### src/shared/smc_defs.vh
`ifndef SMC_DEFS_VH
`define SMC_DEFS_VH

// APB register byte addresses
`define SMC_ADDR_MAIN       12'h000
`define SMC_ADDR_EXT        12'h004
`define SMC_ADDR_STATUS     12'h008

// Bank address values that select a configuration register on load
`define SMC_BANK_MAIN       3'h0
`define SMC_BANK_EXT        3'h1

// Main configuration register fields
`define SMC_MAIN_WIDTH      13
`define SMC_RL_LSB          4
`define SMC_RL_MSB          6
`define SMC_DLL_RST_BIT     8
`define SMC_WR_LSB          9
`define SMC_WR_MSB          11
`define SMC_PD_SEL_BIT      12

// Extended configuration register fields
`define SMC_EXT_WIDTH       13
`define SMC_LOOP_EN_BIT     0
`define SMC_DRIVE_BIT       1
`define SMC_TERM_LO_BIT     2
`define SMC_PD_LSB          3
`define SMC_PD_MSB          5
`define SMC_TERM_HI_BIT     6
`define SMC_STROBE_N_BIT    10
`define SMC_RCOPY_BIT       11
`define SMC_OUT_DIS_BIT     12

// Reset values
`define SMC_MAIN_RESET      13'h0000
`define SMC_EXT_RESET       13'h0000

// Termination selection codes {high, low}
`define SMC_TERM_OFF        2'h0
`define SMC_TERM_75         2'h1
`define SMC_TERM_150        2'h2
`define SMC_TERM_50         2'h3

// Timing counts in clocks
`define SMC_DLL_LOCK_CYC    200
`define SMC_FAST_EXIT_CYC   2
`define SMC_SLOW_EXIT_CYC   7
`define SMC_HIST_WIDTH      16

`endif

### src/smc_config.v
// The address map and register access over APB were left to the implementer.
`timescale 1ns/10ps
`include "smc_defs.vh"

// Overview of operation
// - Loading a one into dll_reset_bit starts a DLL reset; the bit self-clears.
// - Auto-precharge after write waits the programmed recovery clocks after last data.
// - Select bit clear: active power-down uses fast exit, DLL keeps running.
// - Select bit set: active power-down uses slow exit, DLL frozen.
// - Precharge power-down ignores the exit select bit.
// - Read latency field gives 3 to 7 whole clocks; reserved codes unused.
// - With zero posted delay, first read data appears latency clocks after command.
// - Early reads are held posted delay clocks before internal issue.
// - Configuration registers hold until reloaded, except the self-clearing dll_reset_bit; reloading touches no array data.
// - DLL turns off in self refresh, returns and resets on exit.
// - Drive strength bit selects full drive at zero, reduced at one.
// - Complement strobe bit one disables both complement strobe pins.
// - Read strobe copy bit set mirrors data strobe drive; reads and writes are not decoded.
// - Output disable bit set turns off every data and strobe output.
// - Two bits choose 50, 75 or 150 ohm termination; reserved unused.
// - Termination pin acts only in active and power-down states when enabled; here only self refresh blocks it.
// - Posted delay field 0 to 6; read latency adds it, write one less.
module smc_config #(
    parameter DLL_LOCK_CYC = `SMC_DLL_LOCK_CYC,
    parameter FAST_EXIT_CYC = `SMC_FAST_EXIT_CYC,
    parameter SLOW_EXIT_CYC = `SMC_SLOW_EXIT_CYC
)(
    input wire pclk,
    input wire presetn,
    input wire psel,
    input wire penable,
    input wire pwrite,
    input wire [11:0] paddr,
    input wire [31:0] pwdata,
    output reg [31:0] prdata,
    output wire pready,
    output wire pslverr,
    input wire load_config_cmd,
    input wire [2:0] cmd_bank,
    input wire [12:0] cmd_addr,
    input wire cmd_read,
    input wire cmd_write,
    input wire wr_ap_last,
    input wire self_refresh,
    input wire active_pd,
    input wire precharge_pd,
    input wire data_drive,
    input wire termination_ctrl_pin,
    output reg dll_enabled,
    output reg dll_reset_pulse,
    output wire dll_locked,
    output reg dll_frozen,
    output reg precharge_start,
    output wire read_issue,
    output wire read_data_start,
    output wire write_data_start,
    output wire exit_busy,
    output reg drive_reduced,
    output reg dq_oe,
    output reg dqs_oe,
    output reg dqs_n_oe,
    output reg rcopy_oe,
    output reg rcopy_n_oe,
    output reg [1:0] effective_termination,
    output reg termination_on
);

    // ************************************************************
    // Configuration registers
    // ************************************************************
    reg [12:0] main_config_reg;
    reg [12:0] extended_config_reg;
    wire apb_write;
    wire apb_hit;
    wire load_main;
    wire load_ext;
    wire [12:0] load_value;

    // Reserved codes are stored as written; the controller must avoid them
    assign apb_write = psel & penable & pwrite;
    assign apb_hit = (paddr == `SMC_ADDR_MAIN) || (paddr == `SMC_ADDR_EXT)
        || (paddr == `SMC_ADDR_STATUS);
    // A load command from the controller wins over a software write
    assign load_main = (load_config_cmd && cmd_bank == `SMC_BANK_MAIN)
        || (!load_config_cmd && apb_write && paddr == `SMC_ADDR_MAIN);
    assign load_ext = (load_config_cmd && cmd_bank == `SMC_BANK_EXT)
        || (!load_config_cmd && apb_write && paddr == `SMC_ADDR_EXT);
    assign load_value = load_config_cmd ? cmd_addr : pwdata[12:0];

    always @(posedge pclk or negedge presetn)
    begin
        if (!presetn)
        begin
            main_config_reg <= `SMC_MAIN_RESET;
            extended_config_reg <= `SMC_EXT_RESET;
        end
        else
        begin
            if (load_main)
                main_config_reg <= load_value;
            else
                main_config_reg[`SMC_DLL_RST_BIT] <= 1'b0;
            if (load_ext)
                extended_config_reg <= load_value;
        end
    end

    wire dll_reset_bit;
    wire [2:0] write_recovery_field;
    wire powerdown_exit_select;
    wire [2:0] read_latency_field;
    wire [2:0] posted_delay_field;
    wire loop_enable_bit;
    wire strobe_complement_disable;
    wire read_strobe_copy_enable;
    wire output_disable_bit;
    wire [1:0] term_sel;

    assign dll_reset_bit = main_config_reg[`SMC_DLL_RST_BIT];
    assign write_recovery_field = main_config_reg[`SMC_WR_MSB:`SMC_WR_LSB];
    assign powerdown_exit_select = main_config_reg[`SMC_PD_SEL_BIT];
    assign read_latency_field = main_config_reg[`SMC_RL_MSB:`SMC_RL_LSB];
    assign posted_delay_field = extended_config_reg[`SMC_PD_MSB:`SMC_PD_LSB];
    // Low level enables the loop, so a cleared register leaves it running
    assign loop_enable_bit = ~extended_config_reg[`SMC_LOOP_EN_BIT];
    assign strobe_complement_disable = extended_config_reg[`SMC_STROBE_N_BIT];
    assign read_strobe_copy_enable = extended_config_reg[`SMC_RCOPY_BIT];
    assign output_disable_bit = extended_config_reg[`SMC_OUT_DIS_BIT];
    assign term_sel = {extended_config_reg[`SMC_TERM_HI_BIT],
        extended_config_reg[`SMC_TERM_LO_BIT]};

    // ************************************************************
    // DLL control and lock counter
    // ************************************************************
    reg self_refresh_q;
    // Eight bits only: a lock count above 255 needs a wider counter
    reg [7:0] lock_count;
    wire sr_exit;
    wire start_dll_reset;

    // Leaving self refresh resets the loop just as a load would
    assign sr_exit = self_refresh_q & ~self_refresh;
    assign start_dll_reset = dll_reset_bit | sr_exit;
    assign dll_locked = (lock_count == 8'h00) && dll_enabled;

    always @(posedge pclk or negedge presetn)
    begin
        if (!presetn)
        begin
            self_refresh_q <= 1'b0;
            dll_enabled <= 1'b0;
            dll_reset_pulse <= 1'b0;
            lock_count <= 8'h00;
        end
        else
        begin
            self_refresh_q <= self_refresh;
            dll_enabled <= loop_enable_bit & ~self_refresh;
            dll_reset_pulse <= start_dll_reset;
            // Status only: the controller owns the wait before reads
            if (start_dll_reset)
                lock_count <= DLL_LOCK_CYC[7:0];
            else if (lock_count != 8'h00)
                lock_count <= lock_count - 8'h01;
        end
    end

    // ************************************************************
    // Write recovery before auto precharge
    // ************************************************************
    // A new burst end restarts the count, dropping an earlier precharge unless its count has already reached one
    reg [3:0] wr_count;
    wire [3:0] wr_clocks;

    // Code 1..7 gives 2..8 clocks; code 0 is reserved
    assign wr_clocks = {1'b0, write_recovery_field} + 4'h1;

    always @(posedge pclk or negedge presetn)
    begin
        if (!presetn)
        begin
            wr_count <= 4'h0;
            precharge_start <= 1'b0;
        end
        else
        begin
            precharge_start <= (wr_count == 4'h1);
            if (wr_ap_last)
                wr_count <= wr_clocks;
            else if (wr_count != 4'h0)
                wr_count <= wr_count - 4'h1;
        end
    end

    // ************************************************************
    // Power-down exit timing
    // ************************************************************
    reg active_pd_q;
    reg precharge_pd_q;
    reg [3:0] exit_count;

    // Each exit reloads the timer, so a quick second exit stretches it
    assign exit_busy = (exit_count != 4'h0);

    always @(posedge pclk or negedge presetn)
    begin
        if (!presetn)
        begin
            active_pd_q <= 1'b0;
            precharge_pd_q <= 1'b0;
            exit_count <= 4'h0;
            dll_frozen <= 1'b0;
        end
        else
        begin
            active_pd_q <= active_pd;
            precharge_pd_q <= precharge_pd;
            dll_frozen <= active_pd & powerdown_exit_select;
            if (active_pd_q && !active_pd)
            begin
                if (powerdown_exit_select)
                    exit_count <= SLOW_EXIT_CYC[3:0];
                else
                    exit_count <= FAST_EXIT_CYC[3:0];
            end
            else if (precharge_pd_q && !precharge_pd)
                exit_count <= FAST_EXIT_CYC[3:0];
            else if (exit_count != 4'h0)
                exit_count <= exit_count - 4'h1;
        end
    end

    // ************************************************************
    // Read and write latency pipeline
    // ************************************************************
    reg [`SMC_HIST_WIDTH-1:0] read_hist;
    reg [`SMC_HIST_WIDTH-1:0] write_hist;
    wire [3:0] read_lat;
    wire [3:0] write_lat;

    // Sixteen entries cover the longest latency of thirteen clocks
    // Changing a latency with commands in flight retimes them
    // Bit k of a history holds the command seen k edges ago
    assign read_lat = {1'b0, posted_delay_field} + {1'b0, read_latency_field};
    assign write_lat = read_lat - 4'h1;
    assign read_issue = read_hist[posted_delay_field];
    assign read_data_start = read_hist[read_lat];
    assign write_data_start = write_hist[write_lat];

    always @(posedge pclk or negedge presetn)
    begin
        if (!presetn)
        begin
            read_hist <= {`SMC_HIST_WIDTH{1'b0}};
            write_hist <= {`SMC_HIST_WIDTH{1'b0}};
        end
        else
        begin
            read_hist <= {read_hist[`SMC_HIST_WIDTH-2:0], cmd_read};
            write_hist <= {write_hist[`SMC_HIST_WIDTH-2:0], cmd_write};
        end
    end

    // ************************************************************
    // Output drivers and termination
    // ************************************************************
    // Two flops tame the asynchronous termination pin
    reg odt_meta;
    reg odt_sync;
    wire outputs_live;

    // Enables are registered, so they follow their cause by one clock
    assign outputs_live = data_drive & ~output_disable_bit;

    always @(posedge pclk or negedge presetn)
    begin
        if (!presetn)
        begin
            odt_meta <= 1'b0;
            odt_sync <= 1'b0;
            drive_reduced <= 1'b0;
            dq_oe <= 1'b0;
            dqs_oe <= 1'b0;
            dqs_n_oe <= 1'b0;
            rcopy_oe <= 1'b0;
            rcopy_n_oe <= 1'b0;
            effective_termination <= `SMC_TERM_OFF;
            termination_on <= 1'b0;
        end
        else
        begin
            odt_meta <= termination_ctrl_pin;
            odt_sync <= odt_meta;
            drive_reduced <= extended_config_reg[`SMC_DRIVE_BIT];
            dq_oe <= outputs_live;
            dqs_oe <= outputs_live;
            dqs_n_oe <= outputs_live & ~strobe_complement_disable;
            // Copy strobe follows data drive and the copy bit; reads and writes are not decoded
            rcopy_oe <= outputs_live & read_strobe_copy_enable;
            rcopy_n_oe <= outputs_live & read_strobe_copy_enable
                & ~strobe_complement_disable;
            effective_termination <= term_sel;
            termination_on <= odt_sync && (term_sel != `SMC_TERM_OFF)
                && !self_refresh;
        end
    end

    // ************************************************************
    // APB slave
    // ************************************************************
    // Status word packs the timers and loop state for software
    wire [31:0] status_word;

    // No wait states: every access ends in its first access cycle
    assign pready = 1'b1;
    assign pslverr = psel & penable & ~apb_hit;
    assign status_word = {20'h00000, exit_count, termination_on, dll_frozen,
        exit_busy, wr_count != 4'h0, dll_locked, lock_count != 8'h00,
        self_refresh_q, dll_enabled};

    always @(posedge pclk or negedge presetn)
    begin
        if (!presetn)
            prdata <= 32'h00000000;
        // Captured in setup so the data stands through the access cycle
        else if (psel && !penable)
        begin
            case (paddr)
                `SMC_ADDR_MAIN: prdata <= {19'h00000, main_config_reg};
                `SMC_ADDR_EXT: prdata <= {19'h00000, extended_config_reg};
                `SMC_ADDR_STATUS: prdata <= status_word;
                default: prdata <= 32'h00000000;
            endcase
        end
    end

endmodule

### config.mk
export PLATFORM = sky130hd
export DESIGN_NAME = smc_config
export DESIGN_NICKNAME = d
export VERILOG_FILES = /design/src/smc_config.v
export VERILOG_INCLUDE_DIRS = /design/src /design/src/shared
export SDC_FILE = /design/constraint.sdc
export NUM_CORES = 1
export LEC_CHECK = 0
export BUFFER_PORTS_ARGS = -buffer_cell sky130_fd_sc_hd__buf_2
export CAP_MARGIN = 0
export CORE_MARGIN = 1.5
export CORE_UTILIZATION = 45
export CTS_CLUSTER_DIAMETER = 40
export DETAILED_ROUTE_END_ITERATION = 10
export GPL_TIMING_DRIVEN = 0
export MAX_ROUTING_LAYER = met4
export PLACE_DENSITY = 0.7
export SLEW_MARGIN = 5
export SYNTH_ARGS = -nofsm -noshare
export SYNTH_HDL_FRONTEND = slang
export SYNTH_SLANG_ARGS = --single-unit
### constraint.sdc
create_clock -name pclk -period 3.6 [get_ports pclk]
set_clock_uncertainty 0.15 [all_clocks]
set_input_delay 0 -clock pclk [delete_from_list [all_inputs] [get_ports pclk]]
set_output_delay 0 -clock pclk [all_outputs]
set_load 0.02 [all_outputs]
==> flow_metrics.env, run 1 <==
export IMPL_outcome="complete, no violations"
export IMPL_grt_pass1_vias=3398
export IMPL_finalCritPeriodShare_pct=91.8
export IMPL_report_final_slew_viol_count=0
export IMPL_arrival_ns=3.16
export IMPL_irDropWorstVdd_mv=0.253
export IMPL_use_met1_pct=27.6
export IMPL_syn_inst=362
export IMPL_grt_usage_pct=20.5
export IMPL_ys_flop_type="dfrtp_1"
export IMPL_overflow=0
export IMPL_dr_total_vias=3356
export IMPL_power_density_nw_per_um2=561
export IMPL_ys_warnings_count=0
export IMPL_max_stage_delay_ns=0.65
export IMPL_async_reset_ff_share_pct=100
export IMPL_antenna_cells=0
export IMPL_vias_per_cell=5.12
export IMPL_numCtsBuffers=9
export IMPL_hold_viol_final=0
export IMPL_area_growth_pct=27.1
export IMPL_multi_input_comb_area_um2=1950
export IMPL_busiest_layer="met2"
export IMPL_wire_per_inst_um=16.0
export IMPL_endpoint_kind="output port"
export IMPL_tightest_slew_ns=0.838
export IMPL_worst_setup_path_type="reg2out"
export IMPL_crit_family="adder cells"
export IMPL_path_clk_slew_ns=0.12
export IMPL_reg2reg_depth=6
export IMPL_crit_cells=7
export IMPL_core_um2=10300
export IMPL_drv_cap=0
export IMPL_die_w_um=106
export IMPL_clk_latency_ns=0.38
export IMPL_synth_area_um2=4770
export IMPL_die_h_um=106
export IMPL_drtPass1Iterations=5
export IMPL_yosysTopAreaCell="dfrtp_1"
export IMPL_drive_gt1_share_pct=34.8
export IMPL_routabilityCongestion=0.782
export IMPL_p_total_uw=3400
export IMPL_setup_viol_count_final=0
export IMPL_routed_wl_um=10500
export IMPL_synth_area_leaders="dfrtp_1, mux2_2, mux4_2"
export IMPL_cts_tree="built"
export IMPL_drc=0
export IMPL_crit_path_start_kind="register"
export IMPL_crit_chain="ha_1 > fa_1 > inv_1 > ha_1 > mux4_2 > mux4_2 > buf_2"
export IMPL_layout_nets=600
export IMPL_synth_seq_cells=104
export IMPL_grt_pass1_wl_um=17300
export IMPL_cpMaxStageDelayCell="fa_1"
export IMPL_hold_path_depth=4
export IMPL_reg_largest_list="read_hist x16, write_hist x16"
export IMPL_first_iter_violations=195
export IMPL_postCtsSetupBuffers=0
export IMPL_rows=37
export IMPL_ys_seq_area_share_pct=54.6
export IMPL_clkSinkCount=104
export IMPL_postLayoutCoreUtil_pct=58.7
export IMPL_rsz0062_at_grt="false"
export IMPL_finalSetupTns_ns=0
export IMPL_dp_hpwl_um=7410
export IMPL_max_slew_margin_pct=44.2
export IMPL_yosys_area_top_type_share_pct=54.6
export IMPL_h_tree_depth=3
export IMPL_numPortBuffers=82
export IMPL_postSynthAreaPerCell_um2=13.2
export IMPL_grt_max_degree=68
export IMPL_critical_path_buf_inv_count=2
export IMPL_seq_area_um2=2600
export IMPL_crit_fanout=6
export IMPL_placed_cells=599
export IMPL_max_freq_ghz=0.303
export IMPL_n_fill_cell=877
export IMPL_leakage_uw=0.00291
export IMPL_ant_nets=0
export IMPL_io_pins=126
export IMPL_met3_usage_pct=3.74
export IMPL_post_route_min_period_ns=3.31
export IMPL_initial_utilization_pct=46.2
export IMPL_clk_path_buf_depth=2
export IMPL_antenna_found_initial=0
export IMPL_cp_data_required_time_ns=3.45
export IMPL_dieArea_um2=11200
export IMPL_cts_root_buf="clkbuf_8"
export IMPL_grt_use_met2_pct=32.4
export IMPL_ys_types=48
export IMPL_synth_edf_count=0
export IMPL_fin_cells=656
export IMPL_min_path_type="in2reg"
cell type report:
cell class,instances,share of cell area [%]
inverters,15,0.929
flip-flops and latches,104,42.9
multi-input cells,226,32.2
repair buffers,124,13.9
clock buffers,9,2.04
well taps,136,2.81
clock inverters,7,1.47
plain buffers,35,3.72
layout by cell type (no fill, tap or decap), types with 10 or more instances in the layout:
| master | count |
|---|---|
| nor3_1 | 15 |
| buf_2 | 84 |
| nand2_1 | 13 |
| nor2_1 | 11 |
| dfrtp_1 | 104 |
| dlygate4sd3_1 | 41 |
| a21oi_1 | 14 |
| mux2_2 | 26 |
| mux2_4 | 10 |
| conb_1 | 20 |
| inv_1 | 15 |
| mux4_2 | 12 |
| buf_4 | 23 |
| o21ai_0 | 10 |
| ha_1 | 10 |
synthesized netlist by cell type, drive strengths merged, types with 5 or more instances:
library cell	number
clkbuf	9
inv	15
and2	6
a221o	9
a22oi	8
nor2	11
o21ai	10
dfrtp	104
nor4	5
nor2b	5
a21oi	14
ha	10
mux2	39
mux4	12
nand2	13
buf	26
nor3	15
xnor2	5
where the power goes:
group	leakage, uW	switching (uW)	internal, uW	total [uW]
logic	0.00153	537	571	1110
registers	0.00127	177	1350	1530
clock network	0.000107	475	288	762
total	0.00291	1190	2210	3400
through the flow:
stage | hold slack [ns] | worst slack (ns) | instance area [um^2]
final | 0.0663 | 0.294 | 6060
after global routing | 0.0524 | 0.0940 | 6060
after CTS | 0.0488 | 0.260 | 6060
after detailed placement | -0.0407 | 0.666 | 5440
after global placement | -0.0417 | 0.681 | 5420
after floorplan | -0.446 | 1.00 | 4830
logic make-up (layout without fill, tap and decap cells):
logic type                 Yosys count  in the layout  synth area share (%)
DFF                                104            104                  54.6
and+or+nand+nor                     78             78                  10.1
muxes                               55             55                  16.5
AOI/OAI and AO/OA                   53             53                  8.08
buffers and inverters               50            190                  5.91
adders and majority gates           11             11                  3.04
xor gates and xnor gates             9              9                  1.65
other                                2             20                 0.158
path summary, 6_finish.rpt:
check | to | slack (ns) | from
worst min register to register | odt_sync | 0.21 | odt_meta
worst min-delay path | main_config_reg[6] | 0.07 | cmd_bank[0]
worst max-delay path | write_data_start | 0.29 | extended_config_reg[3]
max in group asynchronous | rcopy_n_oe | 2.49 | presetn
min in group asynchronous | write_hist[14] | 0.12 | presetn
worst max register to register | prdata[4] | 1.52 | wr_count[0]
what timing repair did:
action | in CTS | in global routing
endpoints found under the hold margin | 120 | 0
hold buffers | 41 | 0
resized for setup | 0 | 0
worst reg2reg max path, cell delays in order, from the launching register on:
cell     delay [ns]
dfrtp_1        0.41
inv_1          0.10
ha_1           0.22
or3b_2         0.54
a22oi_1        0.21
nor3_1         0.07
a221o_1        0.27
layer usage:
layer | vias up | wire length [um]
met4 | 0 | 136
li1 | 1573 | -
met1 | 1679 | 4800
met2 | 96 | 5090
met5 | - | 0
met3 | 8 | 462
Note: power is estimated with default switching activity, not from simulation.
==> run 2: changes to the inputs <==
--- a/config.mk
+++ b/config.mk
@@ -14,7 +14,7 @@
 export DETAILED_ROUTE_END_ITERATION = 10
 export GPL_TIMING_DRIVEN = 0
 export MAX_ROUTING_LAYER = met4
-export PLACE_DENSITY = 0.7
+export PLACE_DENSITY = 0.73
 export SLEW_MARGIN = 5
 export SYNTH_ARGS = -nofsm -noshare
 export SYNTH_HDL_FRONTEND = slang
==> constraint.sdc (replaced) <==
create_clock -name pclk -period 2.8 [get_ports pclk]
set_clock_uncertainty 0.15 [all_clocks]
set_input_delay 0 -clock pclk [delete_from_list [all_inputs] [get_ports pclk]]
set_output_delay 0 -clock pclk [all_outputs]
set_load 0.02 [all_outputs]
==> run 2 against run 1 <==
  * The run now ends with setup timing left
  * Utilization grew 0.33 points
  * Cell area grew 0.56%
  * Critical path depth is the same
  * Non-clock buffer count shrank 1
  * Flip-flop and latch count is the same
  * Worst hold slack lost 0.047 ns
  * Combinational power grew 44%
  * Sequential power grew 29%
  * Clock power grew 25%
  * Wire length grew 3.2%
  * Critical endpoint unchanged
  * Largest cell class unchanged
  * Highest routed layer unchanged
==> flow_metrics.env, run 2 (synthesized netlist as in run 1, its figures left out) <==
export IMPL_ant_nets=0
export IMPL_timing_rr_start="exit_count[0]"
export IMPL_reg2reg_depth=7
export IMPL_hp_start="paddr[10]"
export IMPL_antenna_found_initial=0
export IMPL_cts_tree="built"
export IMPL_routed_wl_um=10800
export IMPL_grt_pass1_wl_um=17900
export IMPL_drc=0
export IMPL_outcome="complete, but fails checks"
export IMPL_finalSetupTns_ns=-0.183
export IMPL_drv_cap=0
export IMPL_rows=37
export IMPL_rsz0062_at_grt="true"
export IMPL_dr_total_vias=3394
export IMPL_die_w_um=106
export IMPL_r2r_slack_ns=0.73
export IMPL_numCtsBuffers=9
export IMPL_combPwrFrac_pct=35.4
export IMPL_failed_checks="setup timing"
export IMPL_crit_path_start_kind="register"
export IMPL_numPortBuffers=82
export IMPL_overflow=0
export IMPL_drive_gt1_share_pct=36.6
export IMPL_grt_pass1_vias=3556
export IMPL_dp_slack_ns=-0.134
export IMPL_layout_setup_ws_ns=-0.150
export IMPL_leakage_uw=0.00291
export IMPL_wire_per_inst_um=16.5
export IMPL_grt_usage_pct=21.6
export IMPL_crit_fanout=4
export IMPL_placed_cells=599
export IMPL_worst_setup_path_type="reg2out"
export IMPL_max_freq_ghz=0.339
export IMPL_tightest_slew_ns=0.856
export IMPL_report_final_slew_viol_count=0
export IMPL_endpoint_kind="output port"
export IMPL_max_slew_margin_pct=42.9
export IMPL_finalCritPeriodShare_pct=105
export IMPL_holdPathEnd="prdata[2]"
export IMPL_antenna_cells=0
export IMPL_p_clk_share_pct=21.1
export IMPL_p_switching_uw=1520
export IMPL_reg2reg_to="prdata[5]"
export IMPL_io_pins=126
export IMPL_hold_viol_final=0
export IMPL_clk_path_buf_depth=2
export IMPL_power_density_nw_per_um2=743
export IMPL_layout_nets=599
export IMPL_first_iter_violations=223
export IMPL_area_growth_pct=27.8
export IMPL_h_tree_depth=3
export IMPL_drtPass1Iterations=4
export IMPL_clk_latency_ns=0.38
export IMPL_min_path_type="in2reg"
export IMPL_final_common_cell="dfrtp_1"
export IMPL_reg_largest_list="read_hist x16, write_hist x16"
export IMPL_post_route_min_period_ns=2.95
export IMPL_swShare_pct=33.5
export IMPL_routabilityCongestion=0.828
export IMPL_fin_cells=655
export IMPL_power_frac_seq_pct=43.5
export IMPL_cts_root_buf="clkbuf_8"
export IMPL_clkSinkCount=104
export IMPL_holdWs_ns=0.0190
export IMPL_setup_viol_count_final=2
export IMPL_p_int_uw=3010
export IMPL_path_clk_slew_ns=0.09
export IMPL_vias_per_cell=5.18
export IMPL_core_um2=10300
export IMPL_dieArea_um2=11200
export IMPL_die_h_um=106
export IMPL_hold_path_depth=5
export IMPL_initial_utilization_pct=46.2
export IMPL_cp_data_required_time_ns=2.65
export IMPL_irDropWorstVdd_mv=0.336
export IMPL_grt_max_degree=55
export IMPL_arrival_ns=2.80
export IMPL_dp_hpwl_um=7450
export IMPL_most_common_layout_cells="dfrtp_1, buf_2, dlygate4sd3_1"
## run 2: area by class of cell
class / count / area (um^2)
fillers: 809 / 4230
flip-flops and latches: 104 / 2600
multi-input cells: 226 / 2000
repair buffers: 124 / 847
plain buffers: 34 / 220
well taps: 136 / 170
clock buffers: 10 / 128
clock inverters: 6 / 72.6
inverters: 15 / 56.3
## run 2: critical path, cell delays in order, from the launching register on
cell and delay (ns):
dfrtp_2 0.45, ha_4 0.18, fa_2 0.55, inv_2 0.05, ha_4 0.28, mux4_2 0.29, mux4_2 0.49, buf_6 0.15
## run 2: power by group through the flow
stage | Sequential, uW | Clock, uW | Combinational, uW
5_1_grt | 2010 | 1040 | 1750
3_3_place_gp | 1980 | 0 | 1330
4_1_cts | 1970 | 983 | 1550
3_5_place_dp | 1990 | 0 | 1380
2_1_floorplan | 1970 | 0 | 1010
6_report | 1970 | 953 | 1600
## run 2: per-stage QoR
stage | util (%) | instance area [um^2] | power [uW]
after detailed placement | 52.7 | 5450 | 3380
after global routing | 59.0 | 6090 | 4800
after CTS | 58.8 | 6070 | 4500
final | 59.0 | 6090 | 4530
after floorplan | - | 4830 | 2980
after global placement | 52.5 | 5420 | 3320
## run 2: timing repair
action | CTS | global route
hold endpoints to repair | 145 | 0
gates cloned | 0 | 0
setup endpoints to repair | 2 | 2
setup buffers | 3 | 1
hold buffers | 37 | 0
resized for setup | 8 | 3
pin swaps | 3 | 1
## run 2: per-layer routing
metal	share of wire, %	GRT usage [%]	up-vias	wire, um
met5	0	-	-	0
met3	5.5	6.07	20	598
met1	43	26.9	1688	4600
met4	3.0	8.78	0	325
met2	49	33.4	118	5300
li1	-	-	1568	-
## run 2: worst max path at each step
stage                            from          endpoint  slack (ns)
2_1_floorplan  extended_config_reg[3]  write_data_start        0.20
3_3_place_gp   extended_config_reg[3]  write_data_start       -0.12
3_5_place_dp   extended_config_reg[3]  write_data_start       -0.13
4_1_cts        extended_config_reg[3]  write_data_start       -0.21
5_1_grt            main_config_reg[4]  write_data_start       -0.23
6_report       extended_config_reg[3]  write_data_start       -0.15
==> run 3: changes to the inputs <==
--- a/config.mk
+++ b/config.mk
@@ -7,7 +7,7 @@
 export NUM_CORES = 1
 export LEC_CHECK = 0
 export BUFFER_PORTS_ARGS = -buffer_cell sky130_fd_sc_hd__buf_2
-export CAP_MARGIN = 0
+export CAP_MARGIN = 20
 export CORE_MARGIN = 1.5
 export CORE_UTILIZATION = 45
 export CTS_CLUSTER_DIAMETER = 40
@@ -15,6 +15,7 @@
 export GPL_TIMING_DRIVEN = 0
 export MAX_ROUTING_LAYER = met4
 export PLACE_DENSITY = 0.73
+export SKIP_LAST_GASP = 1
 export SLEW_MARGIN = 5
 export SYNTH_ARGS = -nofsm -noshare
 export SYNTH_HDL_FRONTEND = slang
==> run 3 against run 2 <==
  * The run still ends with setup timing left
  * Utilization increased by 0.45 points
  * Count of clock-buffer cells in the layout unchanged
  * Clock power increased by 13%
  * Register-to-register slack about the same
  * Sequential share of layout area decreased by 0.30 points
  * Largest power group unchanged
  * Highest routed layer unchanged
==> flow_metrics.env, run 3 (synthesized netlist as in run 1, its figures left out) <==
export IMPL_dp_slack_ns=-0.134
export IMPL_reg2reg_to="prdata[5]"
export IMPL_grt_pass1_wl_um=18200
export IMPL_failed_checks="setup timing"
export IMPL_grt_max_degree=55
export IMPL_wire_per_inst_um=16.8
export IMPL_max_stage_delay_ns=0.55
export IMPL_worst_setup_path_type="reg2out"
export IMPL_layout_setup_ws_ns=-0.150
export IMPL_postLayoutCoreUtil_pct=59.5
export IMPL_die_h_um=106
export IMPL_setup_viol_count_final=2
export IMPL_reg2reg_depth=7
export IMPL_leakage_uw=0.00293
export IMPL_reg_largest_list="read_hist x16, write_hist x16"
export IMPL_power_density_nw_per_um2=759
export IMPL_most_common_layout_cells="dfrtp_1, buf_2, dlygate4sd3_1"
export IMPL_final_common_cell="dfrtp_1"
export IMPL_crit_family="adder cells"
export IMPL_max_slew_margin_pct=45.1
export IMPL_cts_root_buf="clkbuf_8"
export IMPL_antenna_cells=0
export IMPL_timing_rr_start="exit_count[0]"
export IMPL_h_tree_depth=3
export IMPL_irDropWorstVdd_mv=0.335
export IMPL_arrival_ns=2.80
export IMPL_use_met1_pct=27.9
export IMPL_cts_tree="built"
export IMPL_outcome="complete, but fails checks"
export IMPL_vias_per_cell=5.19
export IMPL_drc=0
export IMPL_max_freq_ghz=0.339
export IMPL_rsz0062_at_grt="true"
export IMPL_met3_usage_pct=3.74
export IMPL_endpoint_kind="output port"
export IMPL_numPortBuffers=82
export IMPL_grt_usage_pct=22.0
export IMPL_rows=37
export IMPL_min_path_type="in2async"
export IMPL_layout_nets=600
export IMPL_finalSetupTns_ns=-0.210
export IMPL_crit_cells=7
export IMPL_first_iter_violations=298
export IMPL_io_pins=126
export IMPL_hold_viol_final=0
export IMPL_numCtsBuffers=9
export IMPL_grt_pass1_vias=3608
export IMPL_area_growth_pct=28.8
export IMPL_drv_cap=0
export IMPL_crit_path_start_kind="register"
export IMPL_die_w_um=106
export IMPL_antenna_found_initial=0
export IMPL_holdWs_ns=0.0291
export IMPL_finalCritPeriodShare_pct=105
export IMPL_dr_total_vias=3404
export IMPL_cp_data_required_time_ns=2.65
export IMPL_cpMaxStageDelayCell="fa_2"
export IMPL_crit_chain="ha_4 > fa_2 > inv_2 > ha_4 > mux4_2 > mux4_2 > buf_6"
export IMPL_r2r_slack_ns=0.73
export IMPL_path_clk_slew_ns=0.10
export IMPL_dp_hpwl_um=7480
export IMPL_overflow=0
export IMPL_core_um2=10300
export IMPL_crit_fanout=4
export IMPL_routed_wl_um=11000
export IMPL_clkSinkCount=104
export IMPL_grt_use_met2_pct=34.4
export IMPL_clk_path_buf_depth=2
export IMPL_report_final_slew_viol_count=0
export IMPL_routabilityCongestion=0.828
export IMPL_drive_gt1_share_pct=36.9
export IMPL_busiest_layer="met2"
export IMPL_dieArea_um2=11200
export IMPL_initial_utilization_pct=46.2
export IMPL_tightest_slew_ns=0.823
export IMPL_post_route_min_period_ns=2.95
export IMPL_critical_path_buf_inv_count=2
export IMPL_ant_nets=0
export IMPL_clk_latency_ns=0.38
export IMPL_drtPass1Iterations=4
[run 3: cell types whose count changed in the layout (fill, tap and decap cells not counted), sizes merged]
cell         change
bufinv           +1
dlygate4sd3      +1
clkinvlp         -1
[run 3: metrics by stage]
stage	cell area [um^2]	power, uW	instances
global route	6140	4930	656
finish	6140	4660	656
CTS	6120	4620	656
detailed placement	5450	3380	599
global placement	5420	3320	598
floorplan	4830	2980	380
[run 3: area by class of cell]
cell class	count	area, um^2
plain buffers	34	220
inverters	15	56.3
clock inverters	6	97.6
well taps	136	170
multi-input cells	226	2000
clock buffers	10	138
repair buffers	125	857
flip-flops and latches	104	2610
fillers	808	4180
[run 3: repair_timing]
item,CTS,global route
resized for setup,8,4
endpoints found under the hold margin,145,0
pin swaps,2,1
hold buffers,38,0
gates cloned,0,0
setup endpoints to repair,2,2
buffers inserted,3,1
[run 3: layer usage]
metal  vias to the layer above  routed length [um]
met4                         0                 346
met3                        28                 574
met2                       111                5420
li1                       1570                   -
met5                         -                   0
met1                      1695                4660
[run 3: worst max-delay path by stage]
stage                            end              startpoint  slack (ns)
floorplan           write_data_start  extended_config_reg[3]        0.20
global placement    write_data_start  extended_config_reg[3]       -0.12
detailed placement  write_data_start  extended_config_reg[3]       -0.13
CTS                 write_data_start  extended_config_reg[3]       -0.21
global route        write_data_start  extended_config_reg[3]       -0.22
finish              write_data_start  extended_config_reg[3]       -0.15
[run 3: worst reg2reg max path: stages (launching register included)]
cell and delay (ns):
dfrtp_1 0.43, inv_1 0.12, ha_1 0.17, nor3b_1 0.33, inv_1 0.21, a22oi_1 0.22, nor3_1 0.07, a221o_1 0.28
[run 3: where the power goes]
part | switching [uW] | internal (uW)
Clock | 538 | 542
Combinational | 765 | 844
Sequential | 232 | 1740
Total | 1540 | 3130
